## src/rtl/gcw_pkg.sv

```systemverilog
// gcw_pkg: constants and carrier types for the control word selector
// assumes: included ahead of all gcw design files
package gcw_pkg;
	localparam int          WORD_W          = 16;
	localparam int          ADDR_W          = 16;
	localparam int          NODE_W          = 7;
	localparam int          IDX_W           = 5;
	localparam int          GTAB_WORDS      = 32;
	// register numbers as seen on the network
	localparam logic [15:0] REG_CTRL        = 16'h9C41;
	localparam logic [15:0] REG_REF         = 16'h9C42;
	localparam logic [15:0] REG_RO_FIRST    = 16'h9C4B;
	localparam logic [15:0] REG_RO_LAST     = 16'h9CA4;
	localparam logic [15:0] REG_PARAM_BASE  = 16'h9CA5;
	localparam logic [15:0] REG_PARAM_ONE   = 16'h0001;
	localparam logic [3:0]  PATH_MIN        = 4'h1;
	localparam logic [3:0]  PATH_MAX        = 4'h8;
	localparam logic [NODE_W-1:0] GROUP_SIZE = 7'h10;
	localparam logic [15:0] WORD_RESET      = 16'h0000;
	// status codes
	localparam logic [7:0]  ERR_NONE        = 8'h00;
	localparam logic [7:0]  ERR_READ_ONLY   = 8'h01;
	localparam logic [7:0]  ERR_BAD_PATH    = 8'h02;
	localparam logic [7:0]  ERR_BAD_REG     = 8'h03;

	typedef struct packed {
		logic [15:0] reg_num;
		logic [3:0]  path;
		logic [15:0] data;
	} gcw_wr_t;

	typedef struct packed {
		logic [NODE_W-1:0] src_node;
		logic [IDX_W-1:0]  index;
		logic [15:0]       data;
	} gcw_glob_t;
endpackage : gcw_pkg

```

## src/rtl/gcw_slot_index.sv

```systemverilog
// gcw_slot_index: global table slot from node address
// assumes: node address is static configuration, values 1 to 64
`timescale 1ns/10ps
module gcw_slot_index (
	input  wire logic [gcw_pkg::NODE_W-1:0] NODE_ADDR,
	output logic      [gcw_pkg::IDX_W-1:0]  CTRL_IDX,
	output logic      [gcw_pkg::IDX_W-1:0]  REF_IDX
);
	logic [gcw_pkg::NODE_W-1:0] rel;

	// groups start at 1, 17, 33, 49; offset within group times two
	assign rel      = NODE_ADDR - 7'h01;
	assign CTRL_IDX = {rel[3:0], 1'b0};
	assign REF_IDX  = {rel[3:0], 1'b1};
endmodule : gcw_slot_index

```

## src/rtl/gcw_select.sv

```systemverilog
// gcw_select: picks drive control and reference words from global data or writes
// assumes: inputs are produced by network logic on CLK; config switches are pins
// Behaviour
// - global mode takes words from host broadcast
// - slot index is twice address offset in group
// - even index control, next index reference
// - accept broadcast only from configured host node
// - take only own two slot words
// - normal mode ignores broadcast table
// - writes to read-only range give error code
// - routing path must lie in 1 to 8
// - parameter register write updates drive parameter
// - write answers and status unaffected by control mode
// - parameter space begins at parameter one
`timescale 1ns/10ps
module gcw_select (
	input  wire logic                        CLK,
	input  wire logic                        ARST_N,
	input  wire logic                        GLOBAL_MODE,
	input  wire logic [gcw_pkg::NODE_W-1:0]  NODE_ADDR,
	input  wire logic [gcw_pkg::NODE_W-1:0]  HOST_NODE,
	input  wire logic                        WR_VALID,
	input  wire gcw_pkg::gcw_wr_t            WR,
	input  wire logic                        GLOB_VALID,
	input  wire gcw_pkg::gcw_glob_t          GLOB,
	output logic      [15:0]                 CTRL_WORD,
	output logic      [15:0]                 REF_WORD,
	output logic                             WR_DONE,
	output logic                             WR_FAIL,
	output logic      [7:0]                  ERR_CODE,
	output logic                             PARAM_WR,
	output logic      [15:0]                 PARAM_NUM,
	output logic      [15:0]                 PARAM_DATA
);
	logic [1:0]                 mode_sync;
	logic [gcw_pkg::NODE_W-1:0] node_s1;
	logic [gcw_pkg::NODE_W-1:0] node_s2;
	logic [gcw_pkg::NODE_W-1:0] host_s1;
	logic [gcw_pkg::NODE_W-1:0] host_s2;
	logic [gcw_pkg::IDX_W-1:0]  ctrl_idx;
	logic [gcw_pkg::IDX_W-1:0]  ref_idx;
	logic                       mode;
	logic                       path_ok;
	logic                       is_ro;
	logic                       is_param;
	logic                       is_ctrl;
	logic                       is_ref;
	logic                       src_ok;

	// configuration switches pass two flip-flops
	always_ff @(posedge CLK or negedge ARST_N) begin
		if (!ARST_N) begin
			mode_sync <= 2'h0;
			node_s1   <= 7'h00;
			node_s2   <= 7'h00;
			host_s1   <= 7'h00;
			host_s2   <= 7'h00;
		end else begin
			mode_sync <= {mode_sync[0], GLOBAL_MODE};
			node_s1   <= NODE_ADDR;
			node_s2   <= node_s1;
			host_s1   <= HOST_NODE;
			host_s2   <= host_s1;
		end
	end
	assign mode = mode_sync[1];

	gcw_slot_index u_slot (
		.NODE_ADDR (node_s2),
		.CTRL_IDX  (ctrl_idx),
		.REF_IDX   (ref_idx)
	);

	// directed write decode
	assign path_ok  = (WR.path >= gcw_pkg::PATH_MIN) && (WR.path <= gcw_pkg::PATH_MAX);
	assign is_ro    = (WR.reg_num >= gcw_pkg::REG_RO_FIRST)
	               && (WR.reg_num <= gcw_pkg::REG_RO_LAST);
	assign is_param = WR.reg_num >= gcw_pkg::REG_PARAM_BASE;
	assign is_ctrl  = WR.reg_num == gcw_pkg::REG_CTRL;
	assign is_ref   = WR.reg_num == gcw_pkg::REG_REF;
	assign src_ok   = GLOB.src_node == host_s2;

	// control and reference words
	always_ff @(posedge CLK or negedge ARST_N) begin
		if (!ARST_N) begin
			CTRL_WORD <= gcw_pkg::WORD_RESET;
			REF_WORD  <= gcw_pkg::WORD_RESET;
		end else if (mode) begin
			// broadcast from wrong source leaves words alone
			if (GLOB_VALID && src_ok) begin
				if (GLOB.index == ctrl_idx)
					CTRL_WORD <= GLOB.data;
				if (GLOB.index == ref_idx)
					REF_WORD  <= GLOB.data;
			end
		end else if (WR_VALID && path_ok) begin
			if (is_ctrl)
				CTRL_WORD <= WR.data;
			if (is_ref)
				REF_WORD  <= WR.data;
		end
	end

	// write answer and status code
	// status does not depend on control mode
	always_ff @(posedge CLK or negedge ARST_N) begin
		if (!ARST_N) begin
			WR_DONE  <= 1'b0;
			WR_FAIL  <= 1'b0;
			ERR_CODE <= gcw_pkg::ERR_NONE;
		end else begin
			WR_DONE <= WR_VALID;
			WR_FAIL <= 1'b0;
			if (WR_VALID) begin
				if (!path_ok) begin
					WR_FAIL  <= 1'b1;
					ERR_CODE <= gcw_pkg::ERR_BAD_PATH;
				end else if (is_ro) begin
					WR_FAIL  <= 1'b1;
					ERR_CODE <= gcw_pkg::ERR_READ_ONLY;
				end else if (!(is_ctrl || is_ref || is_param)) begin
					WR_FAIL  <= 1'b1;
					ERR_CODE <= gcw_pkg::ERR_BAD_REG;
				end else begin
					ERR_CODE <= gcw_pkg::ERR_NONE;
				end
			end
		end
	end

	// parameter writes pass to the drive
	always_ff @(posedge CLK or negedge ARST_N) begin
		if (!ARST_N) begin
			PARAM_WR   <= 1'b0;
			PARAM_NUM  <= 16'h0000;
			PARAM_DATA <= 16'h0000;
		end else begin
			PARAM_WR <= WR_VALID && path_ok && is_param;
			if (WR_VALID && path_ok && is_param) begin
				PARAM_NUM  <= WR.reg_num - gcw_pkg::REG_PARAM_BASE
				            + gcw_pkg::REG_PARAM_ONE;
				PARAM_DATA <= WR.data;
			end
		end
	end

	AST_BAD_PATH_FAILS: assert property (@(posedge CLK) disable iff (!ARST_N)
		WR_VALID && !path_ok |=> WR_FAIL && ERR_CODE == gcw_pkg::ERR_BAD_PATH)
		else $error("bad path not failed");

	AST_RO_ERROR: assert property (@(posedge CLK) disable iff (!ARST_N)
		WR_VALID && path_ok && is_ro |=> WR_FAIL && ERR_CODE == gcw_pkg::ERR_READ_ONLY
		&& !PARAM_WR)
		else $error("read-only write not flagged");

	AST_PARAM_MAP: assert property (@(posedge CLK) disable iff (!ARST_N)
		WR_VALID && path_ok && WR.reg_num == 16'h9CB7 |=> PARAM_WR && PARAM_NUM == 16'h0013)
		else $error("parameter number mapping wrong");

	AST_PARAM_FIRST: assert property (@(posedge CLK) disable iff (!ARST_N)
		WR_VALID && path_ok && WR.reg_num == gcw_pkg::REG_PARAM_BASE |=> PARAM_NUM == 16'h0001)
		else $error("parameter space base wrong");

	AST_SRC_REJECT: assert property (@(posedge CLK) disable iff (!ARST_N)
		mode && GLOB_VALID && !src_ok |=> $stable(CTRL_WORD) && $stable(REF_WORD))
		else $error("foreign broadcast changed words");

	AST_GLOB_CTRL: assert property (@(posedge CLK) disable iff (!ARST_N)
		mode && GLOB_VALID && src_ok && GLOB.index == {node_s2[3:0] - 4'h1, 1'b0}
		|=> CTRL_WORD == $past(GLOB.data))
		else $error("control word not taken from slot");

	AST_GLOB_REF: assert property (@(posedge CLK) disable iff (!ARST_N)
		mode && GLOB_VALID && src_ok && GLOB.index == {node_s2[3:0] - 4'h1, 1'b1}
		|=> REF_WORD == $past(GLOB.data))
		else $error("reference word not taken from slot");

	AST_NORMAL_IGNORES: assert property (@(posedge CLK) disable iff (!ARST_N)
		!mode && !WR_VALID |=> $stable(CTRL_WORD) && $stable(REF_WORD))
		else $error("broadcast used outside global mode");

	AST_GLOBAL_NO_WRITE: assert property (@(posedge CLK) disable iff (!ARST_N)
		mode && !GLOB_VALID |=> $stable(CTRL_WORD) && $stable(REF_WORD))
		else $error("words changed without broadcast");

	AST_DONE_FOLLOWS: assert property (@(posedge CLK) disable iff (!ARST_N)
		WR_VALID |=> WR_DONE)
		else $error("write not answered");

	AST_DONE_PULSE: assert property (@(posedge CLK) disable iff (!ARST_N)
		!WR_VALID |=> !WR_DONE && !WR_FAIL && !PARAM_WR)
		else $error("answer without write");

	AST_FAIL_WITH_DONE: assert property (@(posedge CLK) disable iff (!ARST_N)
		WR_FAIL |-> WR_DONE)
		else $error("fail without done");

	AST_BAD_REG: assert property (@(posedge CLK) disable iff (!ARST_N)
		WR_VALID && path_ok && (WR.reg_num < gcw_pkg::REG_CTRL
		|| (WR.reg_num > gcw_pkg::REG_REF && WR.reg_num < gcw_pkg::REG_RO_FIRST))
		|=> WR_FAIL && ERR_CODE == gcw_pkg::ERR_BAD_REG)
		else $error("unmapped write not flagged");

	AST_CTRL_WRITE: assert property (@(posedge CLK) disable iff (!ARST_N)
		!mode && WR_VALID && path_ok && WR.reg_num == gcw_pkg::REG_CTRL
		|=> CTRL_WORD == $past(WR.data))
		else $error("control word write not applied");

	AST_REF_WRITE: assert property (@(posedge CLK) disable iff (!ARST_N)
		!mode && WR_VALID && path_ok && WR.reg_num == gcw_pkg::REG_REF
		|=> REF_WORD == $past(WR.data))
		else $error("reference word write not applied");

	AST_BAD_PATH_KEEPS: assert property (@(posedge CLK) disable iff (!ARST_N)
		WR_VALID && !path_ok && !GLOB_VALID
		|=> !PARAM_WR && $stable(CTRL_WORD) && $stable(REF_WORD))
		else $error("bad path write applied");

	AST_RO_KEEPS: assert property (@(posedge CLK) disable iff (!ARST_N)
		WR_VALID && is_ro && !GLOB_VALID |=> $stable(CTRL_WORD) && $stable(REF_WORD))
		else $error("read-only write applied");

	AST_PARAM_DATA: assert property (@(posedge CLK) disable iff (!ARST_N)
		WR_VALID && path_ok && WR.reg_num >= gcw_pkg::REG_PARAM_BASE
		|=> PARAM_WR && PARAM_DATA == $past(WR.data))
		else $error("parameter data not passed");

	AST_GLOB_OTHER_SLOT: assert property (@(posedge CLK) disable iff (!ARST_N)
		mode && GLOB_VALID && GLOB.index[4:1] != node_s2[3:0] - 4'h1
		|=> $stable(CTRL_WORD) && $stable(REF_WORD))
		else $error("foreign slot word taken");
endmodule : gcw_select

```

## config.mk

```make
export PLATFORM = sky130hd
export DESIGN_NAME = gcw_select
export DESIGN_NICKNAME = d
export VERILOG_FILES = /design/src/rtl/gcw_pkg.sv /design/src/rtl/gcw_slot_index.sv /design/src/rtl/gcw_select.sv
export SDC_FILE = /design/constraint.sdc
export NUM_CORES = 1
export LEC_CHECK = 0
export ABC_CLOCK_PERIOD_IN_PS = 4100
export BUFFER_PORTS_ARGS = -buffer_cell sky130_fd_sc_hd__buf_2
export CAP_MARGIN = 20
export CORE_MARGIN = 5
export CORE_UTILIZATION = 54
export CTS_CLUSTER_SIZE = 24
export DETAILED_ROUTE_END_ITERATION = 12
export HOLD_SLACK_MARGIN = 0.03
export PLACE_DENSITY_LB_ADDON = 0.12
export SETUP_SLACK_MARGIN = 0.02
export SLEW_MARGIN = 20
export SYNTH_ARGS = -nofsm -noshare
export SYNTH_HDL_FRONTEND = slang
export SYNTH_HIERARCHICAL = 1
export SYNTH_SLANG_ARGS = --single-unit
```

## constraint.sdc

```tcl
create_clock -name CLK -period 4.1 [get_ports CLK]
set_clock_uncertainty 0.05 [all_clocks]
set_input_delay 0.205 -clock CLK [delete_from_list [all_inputs] [get_ports CLK]]
set_output_delay 0.205 -clock CLK [all_outputs]
set_load 0.1 [all_outputs]
```

* Word level (Yosys, flattened, before mapping)
Index checks and enable logic that the tools add are counted.
** Word-level totals
- Bits in registers :: 99
** Operators by class
- Add/sub/neg operators :: 3
- Order comparisons :: 5
- Eq/ne operators :: 8
- Mux-type cells :: 17
- Reduce and logical (&&, ||, !) cells :: 12
** Operators by type and width (count)
- 16-bit two-way mux :: 10
- 16-bit equality test, second input constant :: 2
- 16-bit >= comparator, second input constant :: 2
- 16-bit by 1-bit adder with 16-bit output, second input constant :: 1
- 16-bit less-or-equal comparator, second input constant :: 1
- 16-bit subtractor, second input constant :: 1
- 5-bit equality test :: 2
- 4-bit AND reduction :: 2
- 7-bit equality test :: 1
- 2-bit two-way mux :: 3
- 2-bit by 1-bit != test with 1-bit output, second input constant :: 3
- 2-bit nonzero test :: 3
- 1-bit logical AND :: 5
- 4-bit by 1-bit >= comparator with 1-bit output, second input constant :: 1
- 4-bit less-or-equal comparator, second input constant :: 1
- 1-bit two-way mux :: 4
- 4-bit by 1-bit subtractor with 4-bit output, second input constant :: 1
- 1-bit logical OR :: 2

* Depth between registers and ports, before layout
- Depth in word-level cells :: 7
- Mapped depth :: 10
- Depth with buffers taken out :: 8

* Cells and area by module
The synthesis kept the hierarchy.
** By module, submodules not included
- gcw_select :: times used 1, cells an instance 304, area each 4345.4 µm², sequential area each 2477.4 µm²
- gcw_slot_index :: times used 1, cells an instance 15, area each 103.8 µm², sequential area each 0.0 µm²

* Worst setup path before layout
OpenSTA, ideal clock, no wires.
- Path kind :: register to register
- From :: reg node_s2[0] (netlist name)
- To :: reg REF_WORD[0]
- Setup time :: 0.125 ns
- Arrival time :: 1.982 ns
- Data required time :: 3.925 ns
- Setup slack :: 1.943 ns
- Stages on the path, launching flop included :: 11
- Path buffers :: 2
- Period minus slack after synthesis :: 2.157 ns
- Path through :: dfrtp_1 inv_1 ha_1 inv_1 buf_4 xor2_1 nor4_1 a32o_2 nand2_4 buf_6 mux2_4
** Between the ends
- Longest elaborated chain between the ends :: 4
** RTL lines
- start, declared :: RTL line gcw_select.sv:37 : logic [gcw_pkg::NODE_W-1:0] node_s2;
- start signal, assigned :: RTL line gcw_select.sv:61 : node_s2 <= node_s1;
- 4-bit by 1-bit subtractor with 4-bit output :: RTL line gcw_slot_index.sv:12 : assign rel = NODE_ADDR - 7'h01;
- net ctrl_idx (one bit) :: RTL line gcw_select.sv:40 : logic [gcw_pkg::IDX_W-1:0] ctrl_idx;
- 5-bit equality test :: RTL line gcw_select.sv:93 : if (GLOB.index == ref_idx)
- 2-bit by 1-bit != test with 1-bit output (no source line)
- 4-bit AND reduction (no source line)
- end signal, assigned :: RTL line gcw_select.sv:87 : REF_WORD <= gcw_pkg::WORD_RESET;
- end signal, assigned :: RTL line gcw_select.sv:94 : REF_WORD <= GLOB.data;
- end signal, assigned :: RTL line gcw_select.sv:100 : REF_WORD <= WR.data;
- end, declared :: RTL line gcw_select.sv:27 : output logic [15:0] REF_WORD,
The timed path passes the listed nets, and every way through them passes these cells.
A chain may end at the register's enable or synchronous reset.

* Worst setup path after layout
- From :: reg mode_sync[1]
- To :: reg REF_WORD[5]
** Between the ends
- Longest elaborated chain between the ends :: 2
- Elaborated cells between the ends (all ways) :: 6
- Those cells by class :: eq/ne: 2; mux: 1; reduce/logical: 3
** RTL lines
- start, declared :: RTL line gcw_select.sv:35 : logic [1:0] mode_sync;
- start signal, assigned :: RTL line gcw_select.sv:59 : mode_sync <= {mode_sync[0], GLOBAL_MODE};
- 2-bit by 1-bit != test with 1-bit output (no source line) or 2-bit nonzero test (tied branches)
- 4-bit AND reduction (no source line)
Several ways; a longest one is shown, not always the timed one.

==> impl_metrics.yaml <==
status:
  status: "complete, no violations"
logic_synthesis:
  netlist_instances: 313
  yosysWarnings: 6
  syn-cell-area_sq_um: 4300
  postSynthAreaPerCell_sq_um: 13.7
finish:
  stdcell_count: 591
  diodes: 0
  num-fill-cells: 548
  nets: 574
  drive_gt1_share_pct: 41.1
  areaGrowthSynthToFinish_pct: 29.7
min_path:
  min_to: "PARAM_DATA[8]"
  whs_path_depth: 2
  hold_class: "in -> reg"
  hold_start: "WR[8]"
critical_path:
  worstPathMaxFanout: 21
  cp_data_required_time_ps: 4280
  r2r_cells: 4
  worstSetupPathType: "reg -> reg"
  r2r_setup_slack_ps: 1600
  arrival_ps: 2680
  startpoint_type: "flop"
  rr_endpoint: "REF_WORD[5]"
  cp-end-kind: "flop"
  r2r_start: "mode_sync[1]"
floorplan:
  num_io_pins: 158
  core_sq_um: 7730
  die_y_um: 99.2
  rows: 32
  die-area_sq_um: 9850
  start_util_pct: 55.6
  dieWidth_um: 99.2
drt:
  dr.max_layer_used: "met4"
  routed_wl_mm: 9.48
  drt_iter0_drc: 83
  postRouteAntennaNets: 0
  vias: 2999
  detail_route.first_pass.iterations: 4
  wl_met3_um: 844
  drc: 0
  wl_met1_mm: 3.86
  via_per_inst: 5.07
  wl_per_cell_um: 16.0
  wl_met2_mm: 4.64
clocking:
  cts_root_buffer: "clkbuf_8"
  cts_made_buffers: 9
  cts_tree: "done"
  insertion_delay_ps: 340
  htreeDepth: 3
  cts_sinks: 93
  clock_path_buffers: 2
  cts.clk_slew.worst_paths_ps: 90
  cts_resized: 0
global_routing:
  grt_pass1_wl_mm: 15.6
  track_usage_pct: 19.9
  overflow: 0
  grt_max_degree: 69
  grt_antenna_before_repair: 0
  grt_pass1_vias: 3135
timing:
  tightest_slew_ps: 989
  fin_crit_sh_pct: 61.0
  relSlewSlack_pct: 34.0
  fmax_mhz: 400
  drv_slew: 0
  rsz0062_at_grt: "false"
  hold_viol: 0
  hold_ws_ps: 50.9
  fin_tns_setup_ps: 0
  layout_setup_ws_ps: 1600
  fin_crit_ps: 2500
  setup_viol: 0
place:
  pre_cts_ws_ps: 1490
  port_buffers: 148
  dp_hpwl_mm: 6.65
  gp_congestion: 0.784
  dp_cells: 546
pwr:
  power_uw: 3040
  cellPowerDensity_nw_per_um2: 546
  irDropWorstVdd_mv: 0.384
  leakagePower_uw: 0.00292
flow_run:
  maxCapViolCount: 0
==> power by group <==
part / total, uW / switching (uW) / internal, uW / leakage, uW
Clock: 653 / 310 / 343 / 0.0000990
Combinational: 1290 / 1050 / 238 / 0.00166
Sequential: 1100 / 63.2 / 1040 / 0.00116
Total: 3040 / 1420 / 1620 / 0.00292
==> routing by layer <==
metal | vias to the layer above | track usage, %
met1 | 1454 | 24.7
met5 | - | 0
li1 | 1420 | -
met4 | 0 | 6.51
met3 | 13 | 5.96
met2 | 112 | 33.5
==> worst max-delay path, cell delays in order, from the launching register on <==
cell     delay [ps]
dfrtp_1        1000
nand3_1         190
o32ai_2         470
nand2_4         290
mux2_1          390
==> through the flow <==
| stage | util [%] | instance area [sq um] |
|---|---|---|
| after floorplan | - | 4320 |
| after global placement | 65.3 | 5050 |
| after detailed placement | 65.3 | 5050 |
| after CTS | 71.8 | 5550 |
| after global routing | 72.2 | 5580 |
| final | 72.2 | 5580 |
==> how the worst max path moves through the flow <==
stage,from,to,slack [ps]
2_1_floorplan,node_s2[0],REF_WORD[0],1940
3_3_place_gp,WR[23],PARAM_NUM[7],1540
3_5_place_dp,WR[23],PARAM_NUM[7],1490
4_1_cts,mode_sync[1],REF_WORD[2],1570
5_1_grt,mode_sync[1],REF_WORD[2],1430
6_report,mode_sync[1],REF_WORD[5],1600
==> area by class of cell <==
type | instances | area (sq um) | share of cell area, %
Sequential cell | 93 | 2330 | 41.7
Multi-Input combinational cell | 193 | 1810 | 32.4
Timing Repair Buffer | 179 | 1070 | 19.2
Inverter | 9 | 33.8 | 0.606
Clock inverter | 5 | 83.8 | 1.50
Clock buffer | 10 | 128 | 2.29
Tap cell | 102 | 128 | 2.29
==> what timing repair did <==
item | CTS | global route
setup buffers | 0 | 0
endpoints found under the hold margin | 95 | 0
hold buffers | 29 | 0
==> cell usage in the layout, fill, tap and decap left out, types with 4 or more instances in the layout <==
| cell | instances |
|---|---|
| a31oi_1 | 4 |
| buf_2 | 147 |
| clkbuf_8 | 9 |
| conb_1 | 8 |
| dfrtp_1 | 93 |
| dlygate4sd3_1 | 29 |
| ha_1 | 6 |
| inv_1 | 8 |
| mux2_1 | 52 |
| mux2_2 | 6 |
| mux2_4 | 20 |
| nand2_1 | 6 |
| nand3_1 | 4 |
| nor2_1 | 9 |
| nor4_1 | 4 |
| xnor2_1 | 13 |
| xor2_1 | 14 |
==> registers in the layout, summed over array words and instances, names as in the netlist <==
name / flops
host_s2: 7
WR_DONE: 1
CTRL_WORD: 16
node_s2: 4
PARAM_WR: 1
WR_FAIL: 1
ERR_CODE: 2
host_s1: 7
PARAM_NUM: 16
PARAM_DATA: 16
mode_sync: 2
node_s1: 4
REF_WORD: 16
No activity file was read; power rests on OpenSTA's default activity.
